===== config.mk =====
export PLATFORM = sky130hd
export DESIGN_NAME = tcd_dma
export DESIGN_NICKNAME = d
export VERILOG_FILES = /design/src/hw/tcd_pkg.sv /design/src/hw/tcd_dma.sv
export VERILOG_INCLUDE_DIRS = /design/src /design/src/hw
export SDC_FILE = /design/constraint.sdc
export NUM_CORES = 1
export LEC_CHECK = 0
export BUFFER_PORTS_ARGS = -buffer_cell sky130_fd_sc_hd__buf_4
export CORE_MARGIN = 2
export CORE_UTILIZATION = 55
export CTS_CLUSTER_DIAMETER = 80
export CTS_CLUSTER_SIZE = 8
export DETAILED_ROUTE_END_ITERATION = 8
export PLACE_DENSITY = 0.75
export SLEW_MARGIN = 20
export SYNTH_ARGS = -nofsm -noshare
export SYNTH_HDL_FRONTEND = slang
export SYNTH_SLANG_ARGS = --single-unit

===== constraint.sdc =====
create_clock -name i_clk_sys -period 4.01 [get_ports i_clk_sys]
set_input_delay 0.802 -clock i_clk_sys [delete_from_list [all_inputs] [get_ports i_clk_sys]]
set_output_delay 0.802 -clock i_clk_sys [all_outputs]
set_load 0.03 [all_outputs]

===== src/hw/tcd_regs.svh =====
// Purpose: register map, field positions and reset values of the DMA block
// Assumes: classic Wishbone, 32-bit data, one aligned word per register
// Notes: channel c occupies byte offsets c*0x20 to c*0x20+0x1C
`ifndef TCD_REGS_SVH
`define TCD_REGS_SVH

// ************************************
// Register offsets within a channel
// ************************************
`define TCD_OFS_SEL  5'h00
`define TCD_OFS_CON  5'h04
`define TCD_OFS_SRC  5'h08
`define TCD_OFS_DST  5'h0C
`define TCD_OFS_RLD  5'h10
`define TCD_OFS_CNT  5'h14
`define TCD_OFS_PTR  5'h18

// ************************************
// Field positions
// ************************************
`define TCD_SEL_EXT  4
`define TCD_SEL_SW   5
`define TCD_CON_U8   0
`define TCD_CON_RPT  1
`define TCD_CON_PEND 2
`define TCD_CON_DDIR 3
`define TCD_CON_SDIR 4
`define TCD_CON_EN   5

// ************************************
// Codes and reset values
// ************************************
`define TCD_PIN_CODES 5'h04
`define TCD_RST_WORD  32'h0000_0000

`endif


===== src/hw/tcd_pkg.sv =====
// Purpose: types shared by the DMA block
// Assumes: byte addresses of 20 bits
// Notes: none
package tcd_pkg;

  localparam int TCD_ADDR_W = 20;

  typedef enum logic [1:0] {
    TCD_IDLE = 2'b00,
    TCD_RD   = 2'b01,
    TCD_WR   = 2'b11,
    TCD_GAP  = 2'b10
  } tcd_state_e;

  typedef struct packed {
    logic                  stb;
    logic                  we;
    logic                  one_byte;
    logic [TCD_ADDR_W-1:0] addr;
    logic [15:0]           wdata;
  } tcd_mem_req_s;

endpackage


===== src/hw/tcd_dma.sv =====
// Purpose: two-channel cycle-steal DMA controller
// Assumes: one clock; memory answers on the same clock
// Notes: registers reached over classic Wishbone
//
// Local design decisions: the register addresses and the Wishbone register port.
`timescale 1ns/10ps
`include "tcd_regs.svh"

module tcd_dma #(
  parameter int CNT_W = 16
) (
  input  wire logic                  i_clk_sys,
  input  wire logic                  i_arst_n,
  input  wire logic                  i_wb_cyc,
  input  wire logic                  i_wb_stb,
  input  wire logic                  i_wb_we,
  input  wire logic [31:0]           i_wb_adr,
  input  wire logic [3:0]            i_wb_sel,
  input  wire logic [31:0]           i_wb_dat,
  output logic                       o_wb_ack,
  output logic [31:0]                o_wb_dat,
  input  wire logic                  i_ext_irq_pin_0,
  input  wire logic                  i_ext_irq_pin_1,
  input  wire logic [1:0][31:0]      i_irq_flag,
  output logic                       o_bus_req,
  input  wire logic                  i_bus_gnt,
  output tcd_pkg::tcd_mem_req_s      o_mem_req,
  input  wire logic                  i_mem_ack,
  input  wire logic [15:0]           i_mem_rdata,
  output logic [1:0]                 o_chan_irq
);

  localparam int AW = tcd_pkg::TCD_ADDR_W;

  // ************************************
  // Parameter check
  // ************************************
  if (CNT_W < 1 || CNT_W > 24) begin : g_chk
    $error("CNT_W out of range");
  end

  // ************************************
  // Declarations
  // ************************************
  tcd_pkg::tcd_state_e   st;
  tcd_pkg::tcd_state_e   next_st;
  tcd_pkg::tcd_mem_req_s next_mem;
  logic                  next_req;
  logic                  w_ch;
  logic                  w_u8;
  logic [AW-1:0]         w_src;
  logic [AW-1:0]         w_dst;
  logic                  part;
  logic [15:0]           w_data;
  logic [1:0]            pin_s1;
  logic [1:0]            pin_s2;
  logic [1:0]            pin_q;
  logic [1:0]            ch_go;
  logic [1:0]            ch_u8;
  logic [1:0][AW-1:0]    ch_src;
  logic [1:0][AW-1:0]    ch_dst;
  logic [1:0][31:0]      ch_rd;

  // ************************************
  // Bus slave decode
  // ************************************
  wire        wb_req  = i_wb_cyc & i_wb_stb;
  wire        wb_hit  = (i_wb_adr[31:6] == 26'h0) & (i_wb_adr[1:0] == 2'h0);
  wire        wb_wr   = wb_req & i_wb_we & o_wb_ack & wb_hit;
  wire        wb_ch   = i_wb_adr[5];
  wire [4:0]  wb_ofs  = i_wb_adr[4:0];
  wire [31:0] wb_mask = {{8{i_wb_sel[3]}}, {8{i_wb_sel[2]}},
                         {8{i_wb_sel[1]}}, {8{i_wb_sel[0]}}};
  wire        wb_rd   = wb_req & ~o_wb_ack & ~i_wb_we & wb_hit;
  wire [31:0] rd_word = wb_rd ? ch_rd[wb_ch] : `TCD_RST_WORD;

  always_ff @(posedge i_clk_sys or negedge i_arst_n) begin
    if (!i_arst_n) begin
      o_wb_ack <= 1'b0;
      o_wb_dat <= `TCD_RST_WORD;
    end else begin
      o_wb_ack <= wb_req & ~o_wb_ack;
      o_wb_dat <= rd_word;
    end
  end

  // ************************************
  // External pin synchroniser and edges
  // ************************************
  always_ff @(posedge i_clk_sys or negedge i_arst_n) begin
    if (!i_arst_n) begin
      pin_s1 <= 2'h3;
      pin_s2 <= 2'h3;
      pin_q  <= 2'h3;
    end else begin
      pin_s1 <= {i_ext_irq_pin_1, i_ext_irq_pin_0};
      pin_s2 <= pin_s1;
      pin_q  <= pin_s2;
    end
  end

  wire [3:0] pin_evt = {pin_q ^ pin_s2, pin_q & ~pin_s2};

  // ************************************
  // Engine control
  // ************************************
  wire          any_go   = |ch_go;
  wire          sel_ch   = ~ch_go[0];
  wire          start    = (st == tcd_pkg::TCD_IDLE) & o_bus_req & i_bus_gnt & any_go;
  wire [AW-1:0] base     = (st == tcd_pkg::TCD_WR) ? w_dst : w_src;
  wire          split    = ~w_u8 & base[0];
  wire          one_byte = w_u8 | split;
  wire [AW-1:0] ph_addr  = base + {{(AW-1){1'b0}}, part};
  wire          last     = ~split | part;
  wire          acked    = o_mem_req.stb & i_mem_ack;
  wire          fin      = acked & (st == tcd_pkg::TCD_WR) & last;
  wire          busy     = (st == tcd_pkg::TCD_RD) | (st == tcd_pkg::TCD_WR);
  wire          issue    = busy & ~o_mem_req.stb;
  wire [7:0]    wr_byte  = part ? w_data[15:8] : w_data[7:0];
  wire [15:0]   wdata    = one_byte ? {8'h00, wr_byte} : w_data;
  wire [15:0]   lo_data  = {w_data[15:8], i_mem_rdata[7:0]};
  wire [15:0]   hi_data  = {i_mem_rdata[7:0], w_data[7:0]};
  wire [15:0]   byte_dat = part ? hi_data : lo_data;
  wire [15:0]   rd_data  = one_byte ? byte_dat : i_mem_rdata;

  always_comb begin
    next_st = st;
    unique case (st)
      tcd_pkg::TCD_IDLE: if (start) next_st = tcd_pkg::TCD_RD;
      tcd_pkg::TCD_RD:   if (acked && last) next_st = tcd_pkg::TCD_WR;
      tcd_pkg::TCD_WR:   if (fin) next_st = tcd_pkg::TCD_GAP;
      tcd_pkg::TCD_GAP:  next_st = tcd_pkg::TCD_IDLE;
    endcase
  end

  // Hold the bus for one unit, then give it back for a cycle
  assign next_req = (next_st == tcd_pkg::TCD_RD) | (next_st == tcd_pkg::TCD_WR)
                  | ((next_st == tcd_pkg::TCD_IDLE) & any_go);

  assign next_mem = '{stb:      1'b1,
                      we:       (st == tcd_pkg::TCD_WR),
                      one_byte: one_byte,
                      addr:     ph_addr,
                      wdata:    wdata};

  always_ff @(posedge i_clk_sys or negedge i_arst_n) begin
    if (!i_arst_n) begin
      st        <= tcd_pkg::TCD_IDLE;
      o_bus_req <= 1'b0;
      o_mem_req <= '0;
      w_ch      <= 1'b0;
      w_u8      <= 1'b0;
      w_src     <= '0;
      w_dst     <= '0;
      part      <= 1'b0;
      w_data    <= 16'h0000;
    end else begin
      st        <= next_st;
      o_bus_req <= next_req;
      if (start) begin
        w_ch  <= sel_ch;
        w_u8  <= ch_u8[sel_ch];
        w_src <= ch_src[sel_ch];
        w_dst <= ch_dst[sel_ch];
      end
      if (issue) begin
        o_mem_req <= next_mem;
      end
      if (acked) begin
        o_mem_req.stb <= 1'b0;
        part          <= ~last;
        if (st == tcd_pkg::TCD_RD) begin
          w_data <= rd_data;
        end
      end
    end
  end

  // ************************************
  // Channels
  // ************************************
  for (genvar c = 0; c < 2; c++) begin : g_ch
    logic [4:0]       src_code;
    logic             en;
    logic             pend;
    logic             u8;
    logic             rpt;
    logic             ddir;
    logic             sdir;
    logic             first;
    logic             irq;
    logic [AW-1:0]    sar;
    logic [AW-1:0]    dar;
    logic [AW-1:0]    ptr;
    logic [CNT_W-1:0] rld;
    logic [CNT_W-1:0] cnt;
    logic [31:0]      flag_q;

    wire          me_w     = wb_wr & (wb_ch == 1'(c));
    wire          sel_w    = me_w & (wb_ofs == `TCD_OFS_SEL);
    wire          con_w    = me_w & (wb_ofs == `TCD_OFS_CON);
    wire          src_w    = me_w & (wb_ofs == `TCD_OFS_SRC);
    wire          dst_w    = me_w & (wb_ofs == `TCD_OFS_DST);
    wire          rld_w    = me_w & (wb_ofs == `TCD_OFS_RLD);
    wire [31:0]   con_word = {26'h0, en, sdir, ddir, pend, rpt, u8};
    wire [31:0]   cnt_word = {{(32-CNT_W){1'b0}}, cnt};
    wire [31:0]   rd_word  = (wb_ofs == `TCD_OFS_SEL) ? {27'h0, src_code} :
                             (wb_ofs == `TCD_OFS_CON) ? con_word :
                             (wb_ofs == `TCD_OFS_SRC) ? {12'h000, sar} :
                             (wb_ofs == `TCD_OFS_DST) ? {12'h000, dar} :
                             (wb_ofs == `TCD_OFS_RLD) ? {{(32-CNT_W){1'b0}}, rld} :
                             (wb_ofs == `TCD_OFS_CNT) ? cnt_word :
                             (wb_ofs == `TCD_OFS_PTR) ? {12'h000, ptr} :
                             `TCD_RST_WORD;
    wire [31:0]   wd       = (rd_word & ~wb_mask) | (i_wb_dat & wb_mask);

    // Flags are only watched, never written back
    wire [31:0]   flag_rise = i_irq_flag[c] & ~flag_q;
    wire          pin_sel   = src_code < `TCD_PIN_CODES;
    wire          evt       = pin_sel ? pin_evt[src_code[1:0]] : flag_rise[src_code];
    wire          sw_req    = sel_w & wd[`TCD_SEL_SW];
    wire          req       = evt | sw_req;
    wire          start_me  = start & (sel_ch == 1'(c));
    wire          fin_me    = fin & (w_ch == 1'(c));
    wire          uflow     = fin_me & (cnt == '0);
    wire          pend_clr  = start_me | (con_w & ~wd[`TCD_CON_PEND]);
    wire          next_pend = req | (pend & ~pend_clr);
    wire [AW-1:0] unit      = u8 ? 20'h00001 : 20'h00002;
    wire [AW-1:0] step_ptr  = ptr + unit;
    wire [AW-1:0] fwd_base  = sdir ? sar : dar;
    wire [AW-1:0] cur_ptr   = first ? fwd_base : ptr;

    assign ch_go[c]    = en & pend;
    assign ch_u8[c]    = u8;
    assign ch_src[c]   = sdir ? cur_ptr : sar;
    assign ch_dst[c]   = ddir ? cur_ptr : dar;
    assign ch_rd[c]    = rd_word;
    assign o_chan_irq[c] = irq;

    always_ff @(posedge i_clk_sys or negedge i_arst_n) begin
      if (!i_arst_n) begin
        src_code <= 5'h00;
        en       <= 1'b0;
        pend     <= 1'b0;
        u8       <= 1'b0;
        rpt      <= 1'b0;
        ddir     <= 1'b0;
        sdir     <= 1'b0;
        first    <= 1'b0;
        irq      <= 1'b0;
        sar      <= '0;
        dar      <= '0;
        ptr      <= '0;
        rld      <= '0;
        cnt      <= '0;
        flag_q   <= 32'h0000_0000;
      end else begin
        flag_q <= i_irq_flag[c];
        pend   <= next_pend;
        irq    <= uflow;
        if (start_me && first) begin
          ptr   <= fwd_base;
          cnt   <= rld;
          first <= 1'b0;
        end
        if (fin_me) begin
          if (sdir || ddir) begin
            ptr <= step_ptr;
          end
          cnt <= (uflow & rpt) ? rld : cnt - 1'b1;
          if (uflow && !rpt) begin
            en <= 1'b0;
          end
        end
        if (sel_w) begin
          src_code <= wd[4:0];
        end
        if (con_w) begin
          en    <= wd[`TCD_CON_EN];
          first <= wd[`TCD_CON_EN];
          u8    <= wd[`TCD_CON_U8];
          rpt   <= wd[`TCD_CON_RPT];
          ddir  <= wd[`TCD_CON_DDIR];
          sdir  <= wd[`TCD_CON_SDIR];
        end
        if (src_w) begin
          sar <= wd[AW-1:0];
        end
        if (dst_w) begin
          dar <= wd[AW-1:0];
        end
        if (rld_w) begin
          rld <= wd[CNT_W-1:0];
        end
      end
    end
  end

endmodule // tcd_dma


==> reports/results.ini, run 1 <==
[yosys]
yosys_warnings = 0
synth_top_cells_by_area = dfrtp_1, mux2i_1, o21ai_0
yosysMostFrequentCell = dfrtp_1
synth.cell_area_um2 = 21820
synth-simple-area-share_pct = 18.02
synth_area_per_cell_um2 = 8.923
synth-edff-count = 0
synth.distinct_cells = 85
synth_compound_area_share_pct = 22.27
muxShareOfSynthArea_pct = 8.169
yosysTopAreaCellShare_pct = 44.49
synthAdderAreaFrac_pct = 0.7568
synthArstFlopShare_pct = 100.0
synth_top_cell_by_area = dfrtp_1
synth_common_cells = dfrtp_1, nand2_1, o21ai_0
synth-xor-area-share_pct = 0.9631
synth_cells = 2446
synth_seq_cells = 394
seq_area_frac_synth_pct = 45.21
synth-main-ff-cell = dfrtp_1
synth_top_family_by_area = compound AO/OA/AOI/OAI gates

[critical_path]
crit_top_cell = buf_4
r2r_setup_slack_ns = 0.68
arrival_ns = 3.83
critPathBufInv = 2
path_class = reg2reg
crit_chain = nand2_1 > buf_4 > a2111oi_4 > buf_4 > o21a_1 > nor2_1 > a221o_1
start_kind = register
reg2reg_depth = 7
max_stage_delay_ns = 0.79
path_max_fanout = 19
endpoint_kind = register
cp_slowest_cell = dfrtp_1
r2r_end = g_ch[0].cnt[4]
crit_required_ns = 4.51
path_delay_family = compound AO/OA/AOI/OAI gates
r2r_start = st[0]

[global_routing]
grt_first_pass_wirelength_mm = 116.8
grt_max_degree = 108
grt_pass1_vias = 20030
grt_use_total_pct = 36.81
grt_overflow = 0
antenna_found_initial = 1

[sta]
fin_crit_sh_pct = 82.96
hold_violations = 0
max_slew.worst_pin.slew_ns = 1.103
fmax_ghz = 0.3006
rsz0062_at_grt = no
finalWorstSetupSlack_ns = 0.6831
final-max-slew-violation-count = 0
maxSlewHeadroom_pct = 26.27
timing.clock.skew_ns = 0.01835
setup_violations = 0
finalSetupTns_ns = 0
fin_crit_ns = 3.327

[route]
wl_per_cell_um = 24.24
drc = 0
final_antenna_net_count = 0
wirelength_mm = 75.58
drt_iter0_drc = 2347
avgViaCountPerCell = 6.601
drtPass1Iterations = 6
vias = 20580

[min_path]
hold_path_class = in2async

[die]
die_area_um2 = 41290
fp.dieH_um = 203.2
rows = 72
core-area_um2 = 38920
io_pins = 232
start_util_pct = 56.08
die_x_um = 203.2

[cts]
post-cts-setup-buffers = 0
hold_buffers = 0
cts-root-buf = clkbuf_16
cts_resized = 0
numCtsBuffers = 55
clock-sinks = 394
clockBufferDepth = 3
htreeDepth = 2
clkLatencyLatePin_ns = 0.62
cts_tree = yes
clk_pin_slew_worst_paths_ns = 0.05

[layout]
final_cells = 3118
register_area_um2 = 9867
fillers = 3290
drive_above_1_share_pct = 15.28
syn_to_final_growth_pct = 15.92
multi_input_area_um2 = 11040
layout.nets = 2755

[run_status]
outcome = finished clean

[placed_design]
port_buffers = 198
placedCellCount = 3047
dp_hpwl_mm = 54.16
gp_congestion = 0.9568
pre_cts_ws_ns = 0.6593

[power]
peakVddDrop_uv = 348.3
leakagePower_nw = 10.81
power.density_nw_per_um2 = 348.5

[flow_run]
drv_cap = 0

==> cell usage in the layout (no fill, tap or decap), types with 10 or more instances in the layout <==
cell       count
o22ai_1       50
buf_4        257
nor2_1       190
a32oi_1       23
a211oi_1      59
nand4_1       24
clkbuf_1      11
nor4_1        20
a221oi_1      16
and3_1        17
or2_2         14
dfrtp_1      388
nor3_1        61
a21oi_1      231
o221ai_1      31
inv_1         54
and2_1        13
o21a_1        23
conb_1        12
nor2b_1       20
clkbuf_16     57
nand2_1      275
mux2_2        15
or3_1         10
nor3b_1       18
o21ai_0      250
nand2b_1      46
mux2i_1      150
or4_1         10
nand3_1       44
a21boi_0      12
ha_1          10
o32ai_1       10
o211ai_1      13
xnor2_1       19
==> area by class of cell <==
class | count | share of cell area, %
well taps | 518 | 2.562
diodes | 1 | 0.009891
flip-flops and latches | 394 | 39.00
inverters | 54 | 0.8012
multi-input cells | 1818 | 43.63
repair buffers | 263 | 8.081
clock inverters | 2 | 0.1137
clock buffers | 68 | 5.801
==> metrics by stage <==
stage / hold slack, ns / util, % / total power [mW] / instance area [um2]
after global routing: 0.2930 / 65.01 / 9.079 / 25300
after floorplan: 0.3452 / - / 4.313 / 21870
after global placement: 0.3463 / 61.15 / 4.613 / 23800
after detailed placement: 0.3493 / 61.15 / 4.624 / 23800
final: 0.2270 / 65.01 / 8.817 / 25300
after CTS: 0.2904 / 64.99 / 8.830 / 25290
==> layer usage <==
layer  wire [um]  up-vias  global-route usage (%)
met5           0        -                       0
met4        4943        0                   23.38
met3        7357      264                   7.063
met2       33630     1241                   56.09
met1       29650     9925                   48.52
li1            -     9151                       -
==> state kept, by name, summed over array words and instances, names as in the netlist, 10 cells and up <==
signal,cells
o_mem_req,39
g_ch.flag_q,56
g_ch.src_code,10
g_ch.ptr,40
g_ch.sar,40
g_ch.cnt,32
w_dst,20
g_ch.dar,40
o_wb_dat,20
g_ch.rld,32
w_src,20
w_data,16
==> power breakdown <==
group          switching [mW]  leakage [nW]  internal (mW)
clock network            1.73         0.729           2.51
registers              0.0104          5.25           4.02
logic                   0.350          4.83          0.191
==> kinds of logic after synthesis <==
| kind of cell | Yosys count |
|---|---|
| other | 1 |
| flip-flops | 394 |
| multiplexers | 170 |
| AND/OR/NAND/NOR | 809 |
| adder cells (fa/ha/maj) | 12 |
| buffers and inverters | 245 |
| XOR/XNOR | 24 |
| AO/OA/AOI/OAI | 791 |
==> worst max-delay path by stage <==
stage           startpoint         endpoint  cells after the start
2_1_floorplan        st[0]    o_mem_req[34]                     14
3_5_place_dp   i_wb_adr[3]  g_ch[1].sar[11]                      8
6_report             st[0]   g_ch[0].cnt[4]                      7
5_1_grt              st[0]   g_ch[0].cnt[4]                      7
4_1_cts              st[0]   g_ch[0].cnt[4]                      7
3_3_place_gp   i_wb_adr[3]     g_ch[0].pend                      7
Note: power is estimated with default switching activity, not from simulation.
==> run 2: changes to the inputs <==
==> constraint.sdc (replaced) <==
create_clock -name i_clk_sys -period 3.37 [get_ports i_clk_sys]
set_input_delay 0.674 -clock i_clk_sys [delete_from_list [all_inputs] [get_ports i_clk_sys]]
set_output_delay 0.674 -clock i_clk_sys [all_outputs]
set_load 0.03 [all_outputs]
==> run 2 against run 1 <==
Against the previous run: clock power is 16% higher; clock skew rose by 0.012 ns; critical path depth is 1 lower; combinational power increased by 22%; clock-buffer cell count fell by 1; largest cell class unchanged.
==> reports/results.ini, run 2 (synthesized netlist as in run 1, its figures left out) <==
[layout]
drive_above_1_share_pct = 16.52  ; was 15.28%
final_cell_mix = dfrtp_1, buf_4, nand2_1  ; was dfrtp_1, nand2_1, buf_4
largest_reg_flops = 56  ; unchanged
antenna_cells = 0  ; was 1
layout_commonest_cell = dfrtp_1  ; unchanged
layout.nets = 2796  ; was 2755
syn_to_final_growth_pct = 17.28  ; was 15.92%
fillers = 3178  ; was 3290
top_register = g_ch.flag_q  ; unchanged
final_area_um2 = 25600  ; was 25300 um2

[critical_path]
max_stage_delay_ns = 0.72  ; was 0.79 ns
crit_chain = or4_1 > or4_1 > o21ai_1 > nand2_1 > o21ai_0 > a21oi_1  ; was nand2_1 > buf_4 > a2111oi_4 > buf_4 > o21a_1 > nor2_1 > a221o_1
cp_slowest_cell = o21ai_1  ; was dfrtp_1
crit_top_cell = or4_1  ; was buf_4
path_max_fanout = 11  ; was 19
endpoint_kind = register  ; unchanged
cp.depth = 6  ; was 7
crit_required_ns = 3.86  ; was 4.51 ns
path_class = reg2reg  ; unchanged
reg2reg_depth = 6  ; was 7
arrival_ns = 3.59  ; was 3.83 ns
start_kind = register  ; unchanged
path_delay_family = simple AND/OR/NAND/NOR gates  ; was compound AO/OA/AOI/OAI gates
critPathBufInv = 0  ; was 2

[die]
rows = 72  ; unchanged
fp.dieH_um = 203.2  ; unchanged
die_area_um2 = 41290  ; unchanged
start_util_pct = 56.08  ; unchanged
core-area_um2 = 38920  ; unchanged
die_x_um = 203.2  ; unchanged
io_pins = 232  ; unchanged

[global_routing]
grt_max_degree = 85  ; was 108
grt_overflow = 0  ; unchanged
grt_use_total_pct = 37.00  ; was 36.81%
antenna_found_initial = 0  ; was 1
grt_pass1_vias = 19880  ; was 20030
grt_first_pass_wirelength_mm = 116.9  ; was 116.8 mm

[placed_design]
port_buffers = 198  ; unchanged
place_area_um2 = 24140  ; was 23800 um2
dp_hpwl_mm = 55.67  ; was 54.16 mm
gp_congestion = 0.9749  ; was 0.9568
pre_cts_ws_ns = 0.3408  ; was 0.6593 ns

[cts]
htreeDepth = 2  ; unchanged
clockBufferDepth = 3  ; unchanged
post-cts-setup-buffers = 0  ; unchanged
numCtsBuffers = 55  ; unchanged
hold_buffers = 0  ; unchanged
clock-sinks = 394  ; unchanged
cts-root-buf = clkbuf_16  ; unchanged
clk_pin_slew_worst_paths_ns = 0.05  ; about the same
clkLatencyLatePin_ns = 0.62  ; about the same
cts_resized = 0  ; unchanged
cts_tree = yes  ; unchanged

[route]
wirelength_mm = 76.17  ; was 75.58 mm
drc = 0  ; unchanged
drt_iter0_drc = 2248  ; was 2347
drtPass1Iterations = 6  ; unchanged
final_antenna_net_count = 0  ; unchanged
vias = 20900  ; was 20580
avgViaCountPerCell = 6.617  ; was 6.601
wl_per_cell_um = 24.12  ; was 24.24 um

[power]
leakagePower_nw = 11.00  ; was 10.81 nW
power.density_nw_per_um2 = 406.6  ; was 348.5 nW/um2
peakVddDrop_uv = 381.1  ; was 348.3 uV

[sta]
setup_violations = 0  ; unchanged
fin_crit_ns = 3.097  ; was 3.327 ns
rsz0062_at_grt = no  ; unchanged
hold_violations = 0  ; unchanged
fin_crit_sh_pct = 91.90  ; was 82.96%
fmax_ghz = 0.3229  ; was 0.3006 GHz
maxSlewHeadroom_pct = 24.27  ; was 26.27%
max_slew.worst_pin.slew_ns = 1.134  ; was 1.103 ns
final-max-slew-violation-count = 0  ; unchanged
timing.clock.skew_ns = 0.03006  ; was 0.01835 ns
finalSetupTns_ns = 0  ; unchanged
finalWorstSetupSlack_ns = 0.2730  ; was 0.6831 ns

[min_path]
hold_path_class = in2async  ; unchanged

[run_status]
outcome = finished clean  ; unchanged

[flow_run]
drv_cap = 0  ; unchanged

## run 2: cell count changes in the layout (fill, tap and decap cells not counted), sizes merged
cell	delta
buf	+41
clkbuf	-1
diode	-1
inv	+1
## run 2: worst paths after layout
kind	startpoint	slack (ns)	endpoint
max	g_ch[0].cnt[11]	0.27	g_ch[0].cnt[11]
min	i_arst_n	0.08	o_mem_req[13]
max reg2reg	g_ch[0].cnt[11]	0.27	g_ch[0].cnt[11]
min reg2reg	pin_s2[1]	0.35	pin_q[1]
max in group asynchronous	i_arst_n	2.35	pin_s2[1]
min in group i_clk_sys	i_irq_flag[11]	0.18	g_ch[0].flag_q[11]
## run 2: where the power goes
part	total (mW)	switching [mW]	internal, mW	leakage, nW
sequential	4.79	0.0121	4.78	5.25
clock	4.95	2.05	2.90	0.710
combinational	0.661	0.419	0.242	5.04
## run 2: layer usage
layer | GRT usage, % | wire [um] | vias to the layer above
met4 | 22.08 | 5010 | 0
met3 | 6.935 | 7415 | 271
met1 | 49.58 | 29760 | 10060
met5 | 0 | 0 | -
li1 | - | - | 9227
met2 | 56.22 | 33990 | 1335
## run 2: final cells by class
type                    instances  area, um2  area share (%)
multi-input cells            1818      11030           43.09
clock buffers                  67       1421           5.553
inverters                      54      202.7          0.7919
flip-flops and latches        394       9867           38.55
clock inverters                 3      37.54          0.1466
well taps                     518      648.1           2.532
repair buffers                304       2390           9.337
## run 2: worst register-to-register path, cell delays in order, from the launching register on
cell,delay (ns)
dfrtp_1,0.42
or4_1,0.61
or4_1,0.54
o21ai_1,0.72
nand2_1,0.33
o21ai_0,0.28
a21oi_1,0.07
## run 2: metrics by stage
stage	instances	utilization [%]	total power, mW	hold slack [ns]
2_1_floorplan	2457	-	5.132	0.3452
3_3_place_gp	3088	62.02	5.505	0.3469
3_5_place_dp	3088	62.02	5.518	0.3468
4_1_cts	3158	65.77	10.44	0.09970
5_1_grt	3158	65.77	10.72	0.1260
6_report	3158	65.77	10.41	0.08118
==> run 3: changes to the inputs <==
--- a/config.mk
+++ b/config.mk
@@ -7,6 +7,7 @@
 export NUM_CORES = 1
 export LEC_CHECK = 0
 export BUFFER_PORTS_ARGS = -buffer_cell sky130_fd_sc_hd__buf_4
+export CORE_ASPECT_RATIO = 1.75
 export CORE_MARGIN = 2
 export CORE_UTILIZATION = 55
 export CTS_CLUSTER_DIAMETER = 80
==> run 3 against run 2 <==
Against the previous run: non-clock buffer count up 2; combinational power up 4.2%; clock skew down 0.012 ns; register-to-register slack better by 0.09 ns; sequential share of layout area about the same; total power down 0.53%; highest routed layer is now met5; clock power down 2%; critical endpoint is now g_ch[0].cnt[8].
==> reports/results.ini, run 3 (synthesized netlist as in run 1, its figures left out) <==
[route]
wl_per_cell_um = 26.07  ; was 24.12 um
drtPass1Iterations = 6  ; unchanged
drt_iter0_drc = 2014  ; was 2248
vias = 21060  ; was 20900
avgViaCountPerCell = 6.731  ; was 6.617
m1WireLength_mm = 27.02  ; was 29.76 mm
top_layer = met5  ; was met4
final_antenna_net_count = 0  ; unchanged
drc = 0  ; unchanged
wirelength_mm = 81.58  ; was 76.17 mm
met2_length_mm = 39.26  ; was 33.99 mm
wl_met3_mm = 6.938  ; was 7.415 mm

[sta]
maxSlewHeadroom_pct = 32.25  ; was 24.27%
rsz0062_at_grt = no  ; unchanged
hold_violations = 0  ; unchanged
fin_crit_sh_pct = 89.34  ; was 91.90%
setup_violations = 0  ; unchanged
timing.clock.skew_ns = 0.01848  ; was 0.03006 ns
fmax_ghz = 0.3321  ; was 0.3229 GHz
max_slew.worst_pin.slew_ns = 1.016  ; was 1.134 ns
final-max-slew-violation-count = 0  ; unchanged
fin_crit_ns = 3.011  ; was 3.097 ns
finalSetupTns_ns = 0  ; unchanged

[cts]
cts_tree = yes  ; unchanged
numCtsBuffers = 55  ; unchanged
cts-root-buf = clkbuf_16  ; unchanged
clock-sinks = 394  ; unchanged
htreeDepth = 2  ; unchanged
post-cts-setup-buffers = 0  ; unchanged
cts_resized = 0  ; unchanged
clockBufferDepth = 3  ; unchanged
hold_buffers = 0  ; unchanged
clkLatencyLatePin_ns = 0.58  ; was 0.62 ns
clk_pin_slew_worst_paths_ns = 0.05  ; about the same

[flow_run]
drv_cap = 0  ; unchanged

[layout]
syn_to_final_growth_pct = 17.18  ; was 17.28%
layout.nets = 2798  ; was 2796
layout_commonest_cell = dfrtp_1  ; unchanged
final_cells = 3129  ; was 3158
largest_reg_flops = 56  ; unchanged
antenna_cells = 0  ; unchanged
final_cell_mix = dfrtp_1, buf_4, nand2_1  ; unchanged
drive_above_1_share_pct = 16.56  ; was 16.52%
top_register = g_ch.flag_q  ; unchanged

[die]
rows = 96  ; was 72
io_pins = 232  ; unchanged
die_x_um = 154.6  ; was 203.2 um
core-area_um2 = 39160  ; was 38920 um2
fp.dieH_um = 267.5  ; was 203.2 um
start_util_pct = 55.74  ; was 56.08%
die_area_um2 = 41350  ; was 41290 um2

[placed_design]
placedCellCount = 3062  ; was 3088
gp_congestion = 0.9903  ; was 0.9749
dp_hpwl_mm = 59.06  ; was 55.67 mm
port_buffers = 198  ; unchanged

[critical_path]
reg2reg_depth = 7  ; was 6
r2r_end = g_ch[0].cnt[8]  ; was g_ch[0].cnt[11]
r2r_setup_slack_ns = 0.36  ; was 0.27 ns
start_kind = register  ; unchanged
r2r_start = g_ch[0].cnt[0]  ; was g_ch[0].cnt[11]
path_max_fanout = 11  ; unchanged
path_class = reg2reg  ; unchanged
endpoint_kind = register  ; unchanged
arrival_ns = 3.48  ; was 3.59 ns
crit_required_ns = 3.84  ; was 3.86 ns

[power]
leakagePower_nw = 11.00  ; about the same
power.total_mw = 10.35  ; was 10.41 mW
peakVddDrop_uv = 447.9  ; was 381.1 uV
power.density_nw_per_um2 = 404.8  ; was 406.6 nW/um2

[global_routing]
grt_use_total_pct = 39.51  ; was 37.00%
grt_overflow = 0  ; unchanged
grt_max_degree = 108  ; was 85
antenna_found_initial = 1  ; was 0
grt_first_pass_wirelength_mm = 123.7  ; was 116.9 mm
grt_pass1_vias = 20850  ; was 19880

[run_status]
outcome = finished clean  ; unchanged

[min_path]
hold_path_class = in2async  ; unchanged

## run 3: cell type report
class	instances	area [um2]
repair buffers	306	2430
flip-flops and latches	394	9867
well taps	490	613.1
fillers	3221	13580
clock inverters	2	17.52
clock buffers	65	1414
multi-input cells	1818	11030
inverters	54	202.7
## run 3: how the worst max path moves through the flow
stage,start,end,slack [ns],cells after the start
floorplan,st[0],o_mem_req[34],0.46,14
global placement,i_wb_adr[3],g_ch[0].rld[6],0.23,8
detailed placement,i_wb_adr[3],g_ch[0].sar[6],0.22,8
CTS,g_ch[0].cnt[0],g_ch[0].cnt[8],0.43,7
global route,g_ch[0].cnt[1],g_ch[0].cnt[8],0.19,7
finish,g_ch[0].cnt[0],g_ch[0].cnt[8],0.36,7
## run 3: power breakdown
group / switching (mW) / internal, mW / total, mW
logic: 0.441 / 0.248 / 0.689
registers: 0.0122 / 4.78 / 4.79
clock network: 1.99 / 2.88 / 4.87
## run 3: critical path: stages, from the launching register on
cell,delay (ns)
dfrtp_1,0.40
inv_1,0.16
ha_1,0.20
nand2b_1,0.15
or4_1,0.66
o21ai_1,0.65
nand2_1,0.34
o221a_2,0.35
## run 3: metrics by stage
| stage | instance area, um2 | setup WS [ns] | util [%] | hold WS, ns |
|---|---|---|---|---|
| 2_1_floorplan | 21870 | 0.4605 | - | 0.3452 |
| 3_3_place_gp | 24140 | 0.2334 | 61.65 | 0.3454 |
| 4_1_cts | 25570 | 0.4279 | 65.31 | 0.04193 |
| 5_1_grt | 25570 | 0.1860 | 65.31 | 0.05872 |
| 6_report | 25570 | 0.3592 | 65.31 | 0.02904 |
| 3_5_place_dp | 24140 | 0.2171 | 61.65 | 0.3470 |
## run 3: layer usage
metal  vias up  global-route usage (%)
met5         -                       0
li1       9257                       -
met3       393                   7.006
met4         2                   33.88
met1     10070                   43.18
met2      1336                   66.22
